### src/rtl/dcg_pkg.sv
package dcg_pkg;
	// Bus map of the deep-sleep gating register
	localparam logic [31:0] SCB_BASE        = 32'h400F_E000;
	localparam logic [11:0] DSCG1_OFFSET    = 12'h0124;
	localparam logic [31:0] DSCG1_RESET     = 32'h0000_0000;
	localparam logic [31:0] DSCG1_WMASK     = 32'h0303_0011;
	// Enable bit positions
	localparam int BIT_ASYNC_SERIAL = 0;
	localparam int BIT_SYNC_SERIAL  = 4;
	localparam int BIT_TIMER_A      = 16;
	localparam int BIT_TIMER_B      = 17;
	localparam int BIT_COMP_A       = 24;
	localparam int BIT_COMP_B       = 25;
	localparam int NUM_UNITS        = 6;
	// Address window of each gated unit, index order as the bit list above
	localparam logic [31:0] UNIT_BASE [NUM_UNITS] = '{
		32'h4000_C000, 32'h4000_8000, 32'h4003_0000,
		32'h4003_1000, 32'h4003_C000, 32'h4003_C000};
	localparam logic [31:0] UNIT_SIZE = 32'h0000_1000;
	// AHB encodings
	localparam logic [1:0] HTRANS_NONSEQ = 2'b10;
	localparam logic [1:0] HTRANS_SEQ    = 2'b11;
endpackage : dcg_pkg

### src/rtl/dcg_gate.sv
`timescale 1ns/1ps
module dcg_gate (
	input  wire logic        MCLK,
	input  wire logic        RSTN,
	input  wire logic        HSEL,
	input  wire logic [31:0] HADDR,
	input  wire logic [1:0]  HTRANS,
	input  wire logic        HWRITE,
	input  wire logic [2:0]  HSIZE,
	input  wire logic [31:0] HWDATA,
	input  wire logic        HREADY,
	output logic      [31:0] HRDATA,
	output logic             HREADYOUT,
	output logic             HRESP,
	input  wire logic        DEEP_SLEEP,
	input  wire logic        AUTO_CLOCK_GATING_SELECT,
	input  wire logic [31:0] NORMAL_GATE,
	input  wire logic        UNIT_SEL,
	input  wire logic [31:0] UNIT_ADDR,
	input  wire logic [1:0]  UNIT_TRANS,
	output logic             UNIT_FAULT,
	output logic [5:0]       UNIT_CLOCK_ENABLE
);
	logic [31:0] deep_sleep_clock_gate_1;
	logic        wr_pend;
	logic        ds_q1;
	logic        ds_q2;
	logic        acg_q1;
	logic        acg_q2;
	logic [31:0] gate_sel;
	logic [5:0]  next_enable;
	logic        reg_hit;
	logic        unit_hit;
	logic        err_first;
	logic        err_second;
	logic        fault_q;

	// Mode pins come from the power controller, so synchronise first
	always_ff @(posedge MCLK or negedge RSTN) begin
		if (!RSTN) begin
			ds_q1  <= 1'b0;
			ds_q2  <= 1'b0;
			acg_q1 <= 1'b0;
			acg_q2 <= 1'b0;
		end else begin
			ds_q1  <= DEEP_SLEEP;
			ds_q2  <= ds_q1;
			acg_q1 <= AUTO_CLOCK_GATING_SELECT;
			acg_q2 <= acg_q1;
		end
	end

	// Address phase decode of our own register
	assign reg_hit = HSEL && HREADY && HTRANS[1]
		&& (HADDR == (dcg_pkg::SCB_BASE
		+ {20'h0_0000, dcg_pkg::DSCG1_OFFSET}));

	// Write data arrives one cycle after the address phase
	always_ff @(posedge MCLK or negedge RSTN) begin
		if (!RSTN) begin
			wr_pend <= 1'b0;
		end else begin
			wr_pend <= reg_hit && HWRITE;
		end
	end

	// Only the six enable bits store; reserved bits stay zero
	always_ff @(posedge MCLK or negedge RSTN) begin
		if (!RSTN) begin
			deep_sleep_clock_gate_1 <= dcg_pkg::DSCG1_RESET;
		end else if (wr_pend) begin
			deep_sleep_clock_gate_1 <= HWDATA & dcg_pkg::DSCG1_WMASK;
		end
	end

	// Read data registered at the address phase; no wait states
	always_ff @(posedge MCLK or negedge RSTN) begin
		if (!RSTN) begin
			HRDATA <= 32'h0000_0000;
		end else if (reg_hit && !HWRITE) begin
			HRDATA <= deep_sleep_clock_gate_1;
		end else begin
			HRDATA <= 32'h0000_0000;
		end
	end
	assign HREADYOUT = 1'b1;
	assign HRESP     = 1'b0;

	// Deep-sleep set applies only with auto gating; else normal set
	assign gate_sel = (ds_q2 && acg_q2) ? deep_sleep_clock_gate_1
		: NORMAL_GATE;

	always_comb begin
		next_enable[0] = gate_sel[dcg_pkg::BIT_ASYNC_SERIAL];
		next_enable[1] = gate_sel[dcg_pkg::BIT_SYNC_SERIAL];
		next_enable[2] = gate_sel[dcg_pkg::BIT_TIMER_A];
		next_enable[3] = gate_sel[dcg_pkg::BIT_TIMER_B];
		next_enable[4] = gate_sel[dcg_pkg::BIT_COMP_A];
		next_enable[5] = gate_sel[dcg_pkg::BIT_COMP_B];
	end

	// Registered enables feed the clock-gate cells glitch free
	always_ff @(posedge MCLK or negedge RSTN) begin
		if (!RSTN) begin
			UNIT_CLOCK_ENABLE <= 6'h00;
		end else begin
			UNIT_CLOCK_ENABLE <= next_enable;
		end
	end

	// An access to any gated-off unit window is a fault
	always_comb begin
		unit_hit = 1'b0;
		for (int i = 0; i < dcg_pkg::NUM_UNITS; i++) begin
			if (!UNIT_CLOCK_ENABLE[i]
				&& (UNIT_ADDR >= dcg_pkg::UNIT_BASE[i])
				&& (UNIT_ADDR - dcg_pkg::UNIT_BASE[i] < dcg_pkg::UNIT_SIZE)) begin
				unit_hit = 1'b1;
			end
		end
	end

	// Two-cycle AHB error response toward the unit's bus segment
	assign err_first = UNIT_SEL && UNIT_TRANS[1] && unit_hit;
	always_ff @(posedge MCLK or negedge RSTN) begin
		if (!RSTN) begin
			fault_q    <= 1'b0;
			err_second <= 1'b0;
		end else begin
			fault_q    <= err_first && !fault_q && !err_second;
			err_second <= fault_q;
		end
	end
	assign UNIT_FAULT = fault_q || err_second;

	// Register word: reserved positions never hold a one
	chk_reserved_zero: assert property (
		@(posedge MCLK) disable iff (!RSTN)
		(deep_sleep_clock_gate_1 & ~dcg_pkg::DSCG1_WMASK) == 32'h0000_0000)
		else $error("reserved bit set");

	// A write lands at the edge after its data phase starts
	chk_write_store: assert property (
		@(posedge MCLK) disable iff (!RSTN)
		reg_hit && HWRITE |=> ##1
		deep_sleep_clock_gate_1 == ($past(HWDATA) & dcg_pkg::DSCG1_WMASK))
		else $error("write not stored");

	// Write data is only trusted in the data phase that follows
	// Only a decoded write may change the word; stray traffic must not
	chk_write_only: assert property (
		@(posedge MCLK) disable iff (!RSTN)
		!$past(wr_pend) |-> $stable(deep_sleep_clock_gate_1))
		else $error("register changed without a write");

	// Address decode: reads never store, foreign addresses are ignored
	chk_read_no_store: assert property (
		@(posedge MCLK) disable iff (!RSTN)
		reg_hit && !HWRITE |=> !wr_pend)
		else $error("read started a write");
	chk_write_pend: assert property (
		@(posedge MCLK) disable iff (!RSTN)
		reg_hit && HWRITE |=> wr_pend)
		else $error("decoded write not taken");
	chk_miss_ignored: assert property (
		@(posedge MCLK) disable iff (!RSTN)
		!reg_hit |=> !wr_pend)
		else $error("write taken at a foreign address");

	// Read data stands for the data phase only, zero otherwise
	chk_read_value: assert property (
		@(posedge MCLK) disable iff (!RSTN)
		reg_hit && !HWRITE |=> HRDATA == $past(deep_sleep_clock_gate_1))
		else $error("read data wrong");
	chk_read_idle: assert property (
		@(posedge MCLK) disable iff (!RSTN)
		!(reg_hit && !HWRITE) |=> HRDATA == 32'h0000_0000)
		else $error("read data outside data phase");

	// Reset clears word and enables; no disable here on purpose
	// A reset value that left a unit clocked would waste deep-sleep power
	chk_reset_word: assert property (
		@(posedge MCLK)
		!RSTN |=> deep_sleep_clock_gate_1 == dcg_pkg::DSCG1_RESET)
		else $error("register not cleared by reset");
	chk_reset_enable: assert property (
		@(posedge MCLK)
		!RSTN |=> UNIT_CLOCK_ENABLE == 6'h00)
		else $error("enables not cleared by reset");
	chk_reset_read: assert property (
		@(posedge MCLK)
		!RSTN |=> HRDATA == 32'h0000_0000)
		else $error("read data not cleared by reset");
	chk_reset_fault: assert property (
		@(posedge MCLK)
		!RSTN |=> !UNIT_FAULT)
		else $error("fault not cleared by reset");

	// Mode pins pass both flops; a skipped stage risks metastability
	chk_mode_first: assert property (
		@(posedge MCLK) disable iff (!RSTN)
		1'b1 |=> ds_q1 == $past(DEEP_SLEEP)
		&& acg_q1 == $past(AUTO_CLOCK_GATING_SELECT))
		else $error("mode pin not captured");
	chk_mode_sync: assert property (
		@(posedge MCLK) disable iff (!RSTN)
		1'b1 |=> ds_q2 == $past(ds_q1) && acg_q2 == $past(acg_q1))
		else $error("mode synchroniser skipped a stage");

	// Enables follow the selected word one edge later
	chk_deep_apply: assert property (
		@(posedge MCLK) disable iff (!RSTN)
		ds_q2 && acg_q2 |=> UNIT_CLOCK_ENABLE[5]
		== $past(deep_sleep_clock_gate_1[dcg_pkg::BIT_COMP_B]))
		else $error("deep enable not applied");
	chk_normal_apply: assert property (
		@(posedge MCLK) disable iff (!RSTN)
		!ds_q2 |=> UNIT_CLOCK_ENABLE[0]
		== $past(NORMAL_GATE[dcg_pkg::BIT_ASYNC_SERIAL]))
		else $error("normal enable not applied");
	chk_gate_off: assert property (
		@(posedge MCLK) disable iff (!RSTN)
		ds_q2 && acg_q2 && !deep_sleep_clock_gate_1[dcg_pkg::BIT_TIMER_A]
		|=> !UNIT_CLOCK_ENABLE[2])
		else $error("timer a clock not stopped");

	// Unit index to register bit, written out apart from the decode
	localparam int UNIT_BIT [dcg_pkg::NUM_UNITS] = '{
		dcg_pkg::BIT_ASYNC_SERIAL, dcg_pkg::BIT_SYNC_SERIAL,
		dcg_pkg::BIT_TIMER_A,      dcg_pkg::BIT_TIMER_B,
		dcg_pkg::BIT_COMP_A,       dcg_pkg::BIT_COMP_B};

	// Every unit: enable tracks its bit, and a gated unit faults
	// The comparator windows share one base, so either gated faults both
	for (genvar g = 0; g < dcg_pkg::NUM_UNITS; g++) begin : g_unit_chk
		chk_deep_bit: assert property (
			@(posedge MCLK) disable iff (!RSTN)
			ds_q2 && acg_q2 |=> UNIT_CLOCK_ENABLE[g]
			== $past(deep_sleep_clock_gate_1[UNIT_BIT[g]]))
			else $error("deep enable bit not applied");
		chk_normal_bit: assert property (
			@(posedge MCLK) disable iff (!RSTN)
			!(ds_q2 && acg_q2) |=> UNIT_CLOCK_ENABLE[g]
			== $past(NORMAL_GATE[UNIT_BIT[g]]))
			else $error("normal enable bit not applied");
		chk_unit_fault: assert property (
			@(posedge MCLK) disable iff (!RSTN)
			UNIT_SEL && UNIT_TRANS[1] && !UNIT_CLOCK_ENABLE[g]
			&& UNIT_ADDR == dcg_pkg::UNIT_BASE[g]
			&& !fault_q && !err_second |=> fault_q)
			else $error("gated unit access not faulted");
	end

	// Fault response: two cycles, only with a cause, never back to back
	// Further hits during the response are dropped; the master retries
	chk_fault_pair: assert property (
		@(posedge MCLK) disable iff (!RSTN)
		$rose(fault_q) |=> err_second ##1 !err_second)
		else $error("fault response not two cycles");
	chk_fault_cause: assert property (
		@(posedge MCLK) disable iff (!RSTN)
		$rose(fault_q) |-> $past(err_first))
		else $error("fault without cause");
	chk_fault_held: assert property (
		@(posedge MCLK) disable iff (!RSTN)
		fault_q |=> UNIT_FAULT)
		else $error("fault dropped after one cycle");
	chk_fault_gap: assert property (
		@(posedge MCLK) disable iff (!RSTN)
		err_second |=> !fault_q)
		else $error("fault restarted without a gap");
	chk_fault_none: assert property (
		@(posedge MCLK) disable iff (!RSTN)
		!err_first |=> !fault_q)
		else $error("fault with no gated access");

	// The register bus itself never stalls or errors
	// Unmapped offsets also answer OKAY; only gated units raise faults
	chk_okay_resp: assert property (
		@(posedge MCLK) disable iff (!RSTN)
		HREADYOUT && !HRESP)
		else $error("register bus not okay");

	// Main scenarios
	cov_write: cover property (@(posedge MCLK) reg_hit && HWRITE);
	cov_read: cover property (@(posedge MCLK) reg_hit && !HWRITE);
	cov_fault: cover property (@(posedge MCLK) $rose(fault_q));
	cov_deep: cover property (@(posedge MCLK) ds_q2 && acg_q2);
	cov_normal: cover property (@(posedge MCLK) RSTN && !ds_q2);
endmodule : dcg_gate

### config.mk
export PLATFORM = sky130hd
export DESIGN_NAME = dcg_gate
export DESIGN_NICKNAME = d
export VERILOG_FILES = /design/src/rtl/dcg_pkg.sv /design/src/rtl/dcg_gate.sv
export SDC_FILE = /design/constraint.sdc
export NUM_CORES = 1
export LEC_CHECK = 0
export BUFFER_PORTS_ARGS = -buffer_cell sky130_fd_sc_hd__buf_2
export CAP_MARGIN = 0
export CORE_AREA = 2 2 61 106
export DETAILED_ROUTE_END_ITERATION = 16
export DIE_AREA = 0 0 63 108
export HOLD_SLACK_MARGIN = 0.08
export MAX_ROUTING_LAYER = met4
export PLACE_DENSITY = 0.76
export SYNTH_ARGS = -nofsm -noshare
export SYNTH_HDL_FRONTEND = slang
export SYNTH_SLANG_ARGS = --single-unit
### constraint.sdc
create_clock -name MCLK -period 1.55 [get_ports MCLK]
set_input_delay 0.2325 -clock MCLK [delete_from_list [all_inputs] [get_ports MCLK]]
set_output_delay 0.2325 -clock MCLK [all_outputs]
set_load 0.03 [all_outputs]
==> results.py, run 1 <==
metrics = {
    "run_status": {
        "outcome": "complete, but fails checks",
        "violations": "setup timing",
    },
    "layout": {
        "final.fill_count": 595,
        "syn2layout_area_growth_pct": 51.0,
        "nets": 519,
        "instances_no_fill": 449,
        "multi_input_gate_area_um2": 1230,
        "area.sequential_um2": 626,
        "antenna_cells_inserted": 0,
        "finish.instance_area_um2": 2980,
        "final_layout_size_suffix_gt1_share_pct": 49.9,
        "fin_util_pct": 50.8,
    },
    "critical_path": {
        "path_max_fanout": 9,
        "criticalPathCategory": "primary input to flip-flop",
        "rr_startpoint": "fault_q$_DFF_PN0_",
        "arrival_ns": 1.99,
        "timing.critical_path.required_ns": 1.70,
        "reg2reg_slack_ns": -0.27,
        "setup_crit_start_kind": "primary input",
        "critPathCaptureType": "flip-flop",
        "worst-r2r-cell-count": 7,
        "endpoint_of_the_worst_slack_reg_to_reg_timing_path": "fault_q$_DFF_PN0_",
    },
    "timing": {
        "fin_worst_hold_slack_ns": 0.184,
        "timing.final.hold_violations": 0,
        "finalMaxSlewViolations": 0,
        "rsz0062_at_grt": "true",
        "worstMarginPinSlew_ns": 0.546,
        "fmax_mhz": 544,
        "timing.clock.skew_ns": 0.00160,
        "timing.setup.tns_ns": -0.290,
        "least_setup_slack_across_all_paths_after_layout_ns": -0.290,
        "finalWorstPathRequiredPeriod_ns": 1.84,
        "maxSlewHeadroom_pct": 63.3,
        "setup_violations": 1,
        "layout_worst_path_cycle_share_pct": 119,
    },
    "logic_synthesis": {
        "ys_top_cells_by_count": "buf_4, dfrtp_1, nand2_1, nor3_1",
        "yosysSeqAreaShare_pct": 31.7,
        "synth_top_cell_area_share_pct": 31.7,
        "synth.ff_latch_count": 25,
        "mappedNetlistArea_um2": 1980,
        "ys.flop_type": "dfrtp_1",
        "synth_top_cell_by_area": "dfrtp_1",
        "cell_with_the_most_instances_after_synthesis": "buf_4",
        "yosys_warnings": 0,
        "async_flop_share_pct": 100,
        "post_synth_inst_count": 224,
        "syn_area_per_cell_um2": 8.82,
        "ys_types": 49,
        "synth-edff-count": 0,
        "synth_top_cells_by_area": "dfrtp_1, buf_4, mux2_2",
    },
    "pwr": {
        "power-per-cell-area_nw_per_um2": 540,
        "leakage_nw": 1.49,
        "totalPowerFinal_mw": 1.61,
        "peakVddDrop_mv": 0.537,
    },
    "clock_network": {
        "ctsRootBufferMaster": "clkbuf_8",
        "clkSlewWorstSetupHoldPaths_ns": 0.08,
        "clock_insertion_delay_worst_skew_ns": 0.26,
        "tritoncts": "done",
        "cts_made_buffers": 3,
        "cts_h_tree_depth": 1,
        "cts.path.max_buffers": 2,
        "cts.sinks": 25,
    },
    "drt": {
        "drtPass1Iterations": 4,
        "wirelength_um": 7260,
        "dr.first_iter.drc_count": 109,
        "drc": 0,
        "mean_routed_wirelength_per_cell_um": 16.2,
        "route.vias.total": 2283,
        "via_per_inst": 5.08,
        "ant_nets": 0,
    },
    "min_path": {
        "hold_depth": 3,
        "min_delay_worst_endpoint": "wr_pend$_DFF_PN0_",
        "min_from": "HWRITE",
        "hold_crit_class": "primary input to flip-flop",
    },
    "floorplan": {
        "boundaryPins": 184,
        "die_x_um": 63,
        "die_area_um2": 6800,
        "core_area_um2": 5880,
        "height_of_the_chip_um": 108,
        "rows": 37,
        "floorplan.initialDensity_pct": 33.6,
    },
    "grt": {
        "antenna_found_initial": 0,
        "largest_net_degree_at_the_start_of_global_routing": 26,
        "grt.total_usage_pct": 21.2,
        "grt_pass1_wl_um": 10600,
        "number_of_global_route_vias_before_repair": 2273,
        "globalRoute.totalOverflow": 0,
    },
    "placed_design": {
        "dp_hpwl_um": 6180,
        "postPlaceCellArea_um2": 2840,
        "gp_routability_congestion": 1.05,
        "port_buffers": 86,
        "place_inst": 441,
        "detailedPlace.worstSlack_ns": -0.623,
    },
    "run": {
        "maxCapViolations": 0,
    },
}
-- power by group --
part / leakage (nW) / switching [mW] / internal, mW
sequential: 0.330 / 0.0102 / 0.667
combinational: 1.14 / 0.327 / 0.237
clock: 0.0228 / 0.189 / 0.183
total: 1.49 / 0.526 / 1.09
-- placed cells by master, fill, tap and decap left out, types with 2 or more instances in the layout --
cell type and instances:
nor2_1 11, or4_4 4, a31oi_1 2, or4_1 2, nor3_2 3, o22ai_1 2
ha_1 3, nor4_1 10, nand2_1 13, buf_6 2, or3_1 2, o221ai_1 2
nand4b_1 2, nor4_2 2, nor4b_1 2, dfrtp_1 25, conb_1 28, clkbuf_8 3
dlygate4sd3_1 3, xor2_1 2, a21oi_1 2, mux2i_1 2, nor3_1 10, nand4_1 9
nand3b_1 3, o21ai_0 7, nand3_1 9, inv_1 8, mux2_2 12, buf_4 64
xnor2_1 5, and2_1 6, buf_2 85
-- metal layers --
metal | vias to the layer above | wire, um | track usage, %
met1 | 1051 | 2220 | 17.2
met2 | 142 | 4050 | 43.6
met3 | 26 | 462 | 1.66
met4 | 0 | 529 | 14.0
met5 | - | 0 | -
li1 | 1064 | - | -
-- worst max-delay path, cell delays in order --
cell,delay (ns)
buf_2,0.13
buf_4,0.17
nor4_1,0.51
o21ai_0,0.29
a31oi_1,0.30
o22ai_1,0.12
nand4_1,0.14
o221ai_2,0.09
-- kinds of logic (layout without fill, tap and decap cells) --
family	count (synthesis)	count (layout)	share of synthesized area (%)
simple gates	99	99	29.3
buf+inv	45	166	14.8
compound gates	28	28	10.4
flops	25	25	31.7
mux	14	14	7.85
xor+xnor	7	7	3.10
fa+ha+maj	4	4	2.53
other cells	2	28	0.380
-- how the worst max path moves through the flow --
stage,endpoint,startpoint,slack (ns),cells past startpoint
global route,fault_q$_DFF_PN0_,fault_q$_DFF_PN0_,-0.36,7
CTS,fault_q$_DFF_PN0_,UNIT_ADDR[20],-0.28,8
floorplan,fault_q$_DFF_PN0_,UNIT_ADDR[24],-0.46,7
detailed placement,fault_q$_DFF_PN0_,UNIT_ADDR[20],-0.62,9
global placement,fault_q$_DFF_PN0_,UNIT_ADDR[15],-0.62,9
finish,fault_q$_DFF_PN0_,UNIT_ADDR[14],-0.29,8
-- flip-flops by register name (all words and copies together), names as in the netlist --
register	count
ds_q1	1
fault_q	1
HRDATA	6
UNIT_CLOCK_ENABLE	6
err_second	1
acg_q1	1
ds_q2	1
wr_pend	1
acg_q2	1
deep_sleep_clock_gate_1	6
-- what timing repair did --
action | 4_1_cts | 5_1_grt
gates resized for setup | 7 | 7
setup buffers | 0 | 1
pin swaps | 6 | 3
hold buffers | 3 | 0
endpoints found under the setup margin | 1 | 3
endpoints found under the hold margin | 27 | 0
-- final cells by class --
class,instances,share of cell area [%]
multi-input cells,180,41.1
repair buffers,154,32.1
flip-flops and latches,25,21.0
well taps,78,3.27
clock buffers,4,1.51
inverters,8,1.01
Power figures use the tool's default switching activity.
==> run 2, diff against run 1 <==
==> constraint.sdc (replaced) <==
create_clock -name MCLK -period 1.55 [get_ports MCLK]
set_input_delay 0.155 -clock MCLK [delete_from_list [all_inputs] [get_ports MCLK]]
set_output_delay 0.155 -clock MCLK [all_outputs]
set_load 0.03 [all_outputs]
==> results.py, run 2 (same netlist as run 1, synthesis figures left out) <==
metrics = {
    "placed_design": {
        "gp_routability_congestion": 1.06,
        "detailedPlace.worstSlack_ns": -0.638,
        "postPlaceCellArea_um2": 2790,
        "dp_hpwl_um": 6170,
        "port_buffers": 86,
    },
    "run": {
        "maxCapViolations": 0,
    },
    "critical_path": {
        "critical_path.slowest_cell": "or4_4",
        "setup_crit_start_kind": "flip-flop",
        "criticalPathCategory": "flip-flop to flip-flop",
        "critPathCaptureType": "flip-flop",
        "arrival_ns": 1.95,
        "path_max_fanout": 2,
        "timing.critical_path.slowest_cell_delay_ns": 0.55,
        "timing.critical_path.cells": "nor3_2 > nand4_1 > or4_4 > o311a_1 > o221ai_2",
        "timing.critical_path.required_ns": 1.74,
    },
    "clock_network": {
        "clkSlewWorstSetupHoldPaths_ns": 0.08,
        "cts_made_buffers": 3,
        "ctsRootBufferMaster": "clkbuf_8",
        "tritoncts": "done",
        "clock_insertion_delay_worst_skew_ns": 0.26,
        "cts.sinks": 25,
        "cts.path.max_buffers": 2,
        "cts_h_tree_depth": 1,
    },
    "layout": {
        "antenna_cells_inserted": 0,
        "syn2layout_area_growth_pct": 49.3,
        "final.fill_count": 580,
        "nets": 514,
        "reg.largest.list": "HRDATA: 6 flops, UNIT_CLOCK_ENABLE: 6 flops, deep_sleep_clock_gate_1: 6 flops",
        "final_cell_mix": "buf_2, buf_4, conb_1, dfrtp_1, nand2_1",
        "fin_util_pct": 50.2,
        "layout_commonest_cell": "buf_2",
        "finish.instance_area_um2": 2950,
        "final_layout_size_suffix_gt1_share_pct": 49.2,
    },
    "grt": {
        "antenna_found_initial": 0,
        "grt_pass1_wl_um": 11000,
        "largest_net_degree_at_the_start_of_global_routing": 26,
        "globalRoute.totalOverflow": 0,
        "number_of_global_route_vias_before_repair": 2354,
        "grt.total_usage_pct": 22.1,
    },
    "floorplan": {
        "rows": 37,
        "core_area_um2": 5880,
        "boundaryPins": 184,
        "die_x_um": 63,
        "height_of_the_chip_um": 108,
        "die_area_um2": 6800,
        "floorplan.initialDensity_pct": 33.6,
    },
    "timing": {
        "rsz0062_at_grt": "true",
        "fmax_mhz": 566,
        "timing.final.hold_violations": 0,
        "least_setup_slack_across_all_paths_after_layout_ns": -0.218,
        "worstMarginPinSlew_ns": 0.543,
        "setup_violations": 1,
        "finalMaxSlewViolations": 0,
        "finalWorstPathRequiredPeriod_ns": 1.77,
        "maxSlewHeadroom_pct": 63.8,
        "layout_worst_path_cycle_share_pct": 114,
        "timing.clock.skew_ns": 0.00299,
        "timing.setup.tns_ns": -0.218,
    },
    "pwr": {
        "peakVddDrop_mv": 0.529,
        "totalPowerFinal_mw": 1.60,
        "power-per-cell-area_nw_per_um2": 544,
        "leakage_nw": 1.47,
    },
    "min_path": {
        "hold_crit_class": "primary input to flip-flop",
    },
    "drt": {
        "ant_nets": 0,
        "route.vias.total": 2250,
        "via_per_inst": 5.07,
        "drtPass1Iterations": 4,
        "wirelength_um": 7170,
        "drc": 0,
        "mean_routed_wirelength_per_cell_um": 16.2,
        "dr.first_iter.drc_count": 135,
    },
    "run_status": {
        "outcome": "complete, but fails checks",
        "violations": "setup timing",
    },
}
## run 2: changes by cell type in the layout (fill, tap and decap cells not counted)
cell and delta:
buf_4 -6, buf_6 +1, clkbuf_1 -1, clkinv_2 +1, ha_1 +1, ha_2 -1
## run 2: path summary, 6_finish.rpt
path                                                 from                    to  slack [ns]  depth (start not counted)
setup / recovery           UNIT_CLOCK_ENABLE[1]$_DFF_PN0_     fault_q$_DFF_PN0_       -0.22                          5
hold / removal                                     HWRITE     wr_pend$_DFF_PN0_        0.11                          3
setup reg to reg           UNIT_CLOCK_ENABLE[1]$_DFF_PN0_     fault_q$_DFF_PN0_       -0.22                          5
hold reg to reg                          acg_q1$_DFF_PN0_      acg_q2$_DFF_PN0_        0.36                          0
max in group asynchronous                            RSTN  HRDATA[24]$_DFF_PN0_        0.78                          2
min in group asynchronous                            RSTN       ds_q2$_DFF_PN0_        0.42                          2
## run 2: power by group
group	switching, mW	internal (mW)
logic	0.323	0.228
registers	0.0103	0.667
clock network	0.197	0.180
## run 2: area by class of cell
type | instances | area [um^2] | area share [%]
clock buffer | 3 | 41.3 | 1.40
clock inverter | 1 | 5.00 | 0.170
inverter | 8 | 30.0 | 1.02
multi-input combinational | 180 | 1220 | 41.5
sequential | 25 | 626 | 21.2
tap | 78 | 97.6 | 3.31
timing repair buffer | 149 | 925 | 31.4
## run 2: metal layers
layer	vias to the layer above	part of all wire, %	global-route usage (%)
met2	135	55	43.5
met4	0	7.2	17.8
li1	1062	-	-
met3	31	5.9	1.25
met1	1022	31	18.7
met5	-	0	-
## run 2: timing repair
item / CTS / global route
hold endpoints to repair: 27 / 0
pin swaps: 7 / 0
hold buffers: 3 / 0
buffers inserted: 3 / 0
endpoints found under the setup margin: 1 / 1
gates resized for setup: 12 / 2
## run 2: critical path, delay by kind of cell (launching register included)
kind,cells,cell delay [ns]
AOI/OAI and AO/OA,2,0.49
DFF,1,0.41
and+or+nand+nor,3,0.80
## run 2: per-stage QoR
stage | hold slack [ns] | std cells
4_1_cts | 0.100 | 444
6_report | 0.112 | 444
2_1_floorplan | -0.141 | 250
3_5_place_dp | 0.177 | 434
5_1_grt | 0.114 | 444
3_3_place_gp | 0.163 | 434
==> run 3, diff against run 2 <==
CORE_AREA = 2 2 59 102   (was 2 2 61 106)
DIE_AREA = 0 0 61 104   (was 0 0 63 108)
PLACE_DENSITY = 0.78   (was 0.76)
TNS_END_PERCENT = 20   (was not set)
clock period = 2 ns   (was 1.55 ns; I/O delays follow)
==> results.py, run 3 (same netlist as run 1, synthesis figures left out) <==
metrics = {
    "grt": {
        "grt.total_usage_pct": 21.7,
        "antenna_found_initial": 0,
        "largest_net_degree_at_the_start_of_global_routing": 26,
        "globalRoute.totalOverflow": 0,
        "grt_pass1_wl_um": 10100,
        "number_of_global_route_vias_before_repair": 2263,
    },
    "layout": {
        "finish.instance_area_um2": 2800,
        "final.fill_count": 568,
        "reg.largest.list": "HRDATA: 6 flops, UNIT_CLOCK_ENABLE: 6 flops, deep_sleep_clock_gate_1: 6 flops",
        "nets": 503,
        "syn2layout_area_growth_pct": 41.7,
        "multi_input_gate_area_um2": 1170,
        "antenna_cells_inserted": 0,
        "final_layout_size_suffix_gt1_share_pct": 44.5,
        "fin_util_pct": 50.5,
        "final_cell_mix": "buf_2, buf_4, conb_1, dfrtp_1",
        "layout_commonest_cell": "buf_2",
        "area.sequential_um2": 626,
    },
    "pwr": {
        "internal_mw": 0.815,
        "power-per-cell-area_nw_per_um2": 429,
        "power_share_of_the_clock_group_pct": 23.5,
        "p_comb_share_pct": 32.9,
        "sequentialPowerShare_pct": 43.6,
        "power.share.switching_pct": 32.2,
        "leakage_nw": 1.41,
        "switching_power_mw": 0.386,
        "peakVddDrop_mv": 0.509,
    },
    "critical_path": {
        "endpoint_of_the_worst_slack_reg_to_reg_timing_path": "fault_q$_DFF_PN0_",
        "rr_startpoint": "UNIT_CLOCK_ENABLE[1]$_DFF_PN0_",
        "cp_num_buf_inv": 1,
        "timing.critical_path.depth": 7,
        "path_max_fanout": 3,
        "startpoint": "UNIT_ADDR[26]",
        "arrival_ns": 2.09,
        "crit_path_max_delay_family": "simple AND/OR/NAND/NOR gates",
        "timing.critical_path.required_ns": 2.18,
        "timing.critical_path.slowest_cell_delay_ns": 0.55,
        "critPathCaptureType": "flip-flop",
        "critical_path.slowest_cell": "or4_4",
        "reg2reg_slack_ns": 0.14,
        "setup_crit_start_kind": "primary input",
        "criticalPathCategory": "primary input to flip-flop",
        "critPathCapture": "fault_q$_DFF_PN0_",
        "timing.critical_path.cells": "buf_2 > or4_4 > nor4_4 > nand3_1 > mux2i_1 > or4_1 > o221ai_2",
        "worst-r2r-cell-count": 5,
    },
    "timing": {
        "timing.setup.tns_ns": 0,
        "layout_worst_path_cycle_share_pct": 95.5,
        "timing.final.hold_violations": 0,
        "setup_violations": 0,
        "finalWorstPathRequiredPeriod_ns": 1.91,
        "worstMarginPinSlew_ns": 0.529,
        "timing.clock.skew_ns": 0.00282,
        "rsz0062_at_grt": "false",
        "maxSlewHeadroom_pct": 64.7,
        "fmax_mhz": 523,
        "finalMaxSlewViolations": 0,
    },
    "floorplan": {
        "rows": 36,
        "core_area_um2": 5540,
        "boundaryPins": 184,
        "die_area_um2": 6340,
        "height_of_the_chip_um": 104,
        "floorplan.initialDensity_pct": 35.7,
        "die_x_um": 61,
    },
    "clock_network": {
        "cts.sinks": 25,
        "ctsRootBufferMaster": "clkbuf_8",
        "clkSlewWorstSetupHoldPaths_ns": 0.08,
        "tritoncts": "done",
        "post-cts-setup-buffer-count": 0,
        "cts_h_tree_depth": 1,
        "cts_made_buffers": 3,
        "cts.path.max_buffers": 2,
        "clock_insertion_delay_worst_skew_ns": 0.26,
    },
    "placed_design": {
        "postPlaceCellArea_um2": 2720,
        "gp_routability_congestion": 0.928,
        "dp_hpwl_um": 5690,
        "port_buffers": 86,
    },
    "run_status": {
        "outcome": "finished, final reports clean",
    },
    "drt": {
        "wirelength_um": 6470,
        "drtPass1Iterations": 4,
        "route.vias.total": 2190,
        "ant_nets": 0,
        "via_per_inst": 5.08,
        "mean_routed_wirelength_per_cell_um": 15.0,
        "drc": 0,
        "dr.first_iter.drc_count": 87,
    },
    "min_path": {
        "hold_crit_class": "primary input to flip-flop",
    },
    "run": {
        "maxCapViolations": 0,
    },
}
[run 3: cell count changes in the layout (fill, tap and decap cells not counted), moves of 3 or more]
cell | previous run | this run
buf_4 | 58 | 49
nor3_1 | 10 | 13
nor3_2 | 3 | 0
buf_6 | 3 | 0
or4_1 | 2 | 5
or4_4 | 4 | 1
[run 3: power by group through the flow]
stage               Combinational (mW)  Clock, mW  Sequential (mW)
global placement                 0.386          0            0.533
detailed placement               0.389          0            0.533
global route                     0.426      0.313            0.525
CTS                              0.395      0.287            0.523
floorplan                        0.222          0            0.547
finish                           0.395      0.282            0.523
[run 3: worst min path at each step]
stage,from,endpoint,slack [ns],cells after the start
finish,HWDATA[0],deep_sleep_clock_gate_1[0]$_DFFE_PN0P_,0.17,2
global route,HWDATA[0],deep_sleep_clock_gate_1[0]$_DFFE_PN0P_,0.16,2
CTS,HWDATA[17],deep_sleep_clock_gate_1[17]$_DFFE_PN0P_,0.16,2
detailed placement,RSTN,ds_q1$_DFF_PN0_,0.21,1
global placement,RSTN,acg_q1$_DFF_PN0_,0.20,1
floorplan,RSTN,HRDATA[0]$_DFF_PN0_,-0.1,0
[run 3: repair_timing]
item	CTS	global route
setup endpoints to repair	0	0
hold buffers	3	0
endpoints found under the hold margin	27	0
resized for setup	0	0
[run 3: layout make-up]
| type | instances | share of cell area (%) |
|---|---|---|
| tap | 76 | 3.40 |
| clock buffer | 3 | 1.48 |
| multi-input combinational | 180 | 41.9 |
| clock inverter | 1 | 0.179 |
| sequential | 25 | 22.4 |
| inverter | 8 | 1.07 |
| timing repair buffer | 138 | 29.6 |
[run 3: routing by layer]
metal,track usage (%),share of wire (%)
met5,-,0
met4,11.5,5.2
met3,2.49,7.2
met2,40.7,56
met1,19.5,32
[run 3: per-stage QoR]
| stage | instances | total power [mW] | setup WS, ns | hold WS, ns |
|---|---|---|---|---|
| after detailed placement | 424 | 0.922 | -0.181 | 0.207 |
| after global placement | 424 | 0.920 | -0.175 | 0.198 |
| after CTS | 431 | 1.21 | 0.0770 | 0.163 |
| after floorplan | 250 | 0.770 | 0.0231 | -0.0956 |
| after global routing | 431 | 1.26 | 0.0150 | 0.163 |
| final | 431 | 1.20 | 0.0896 | 0.168 |
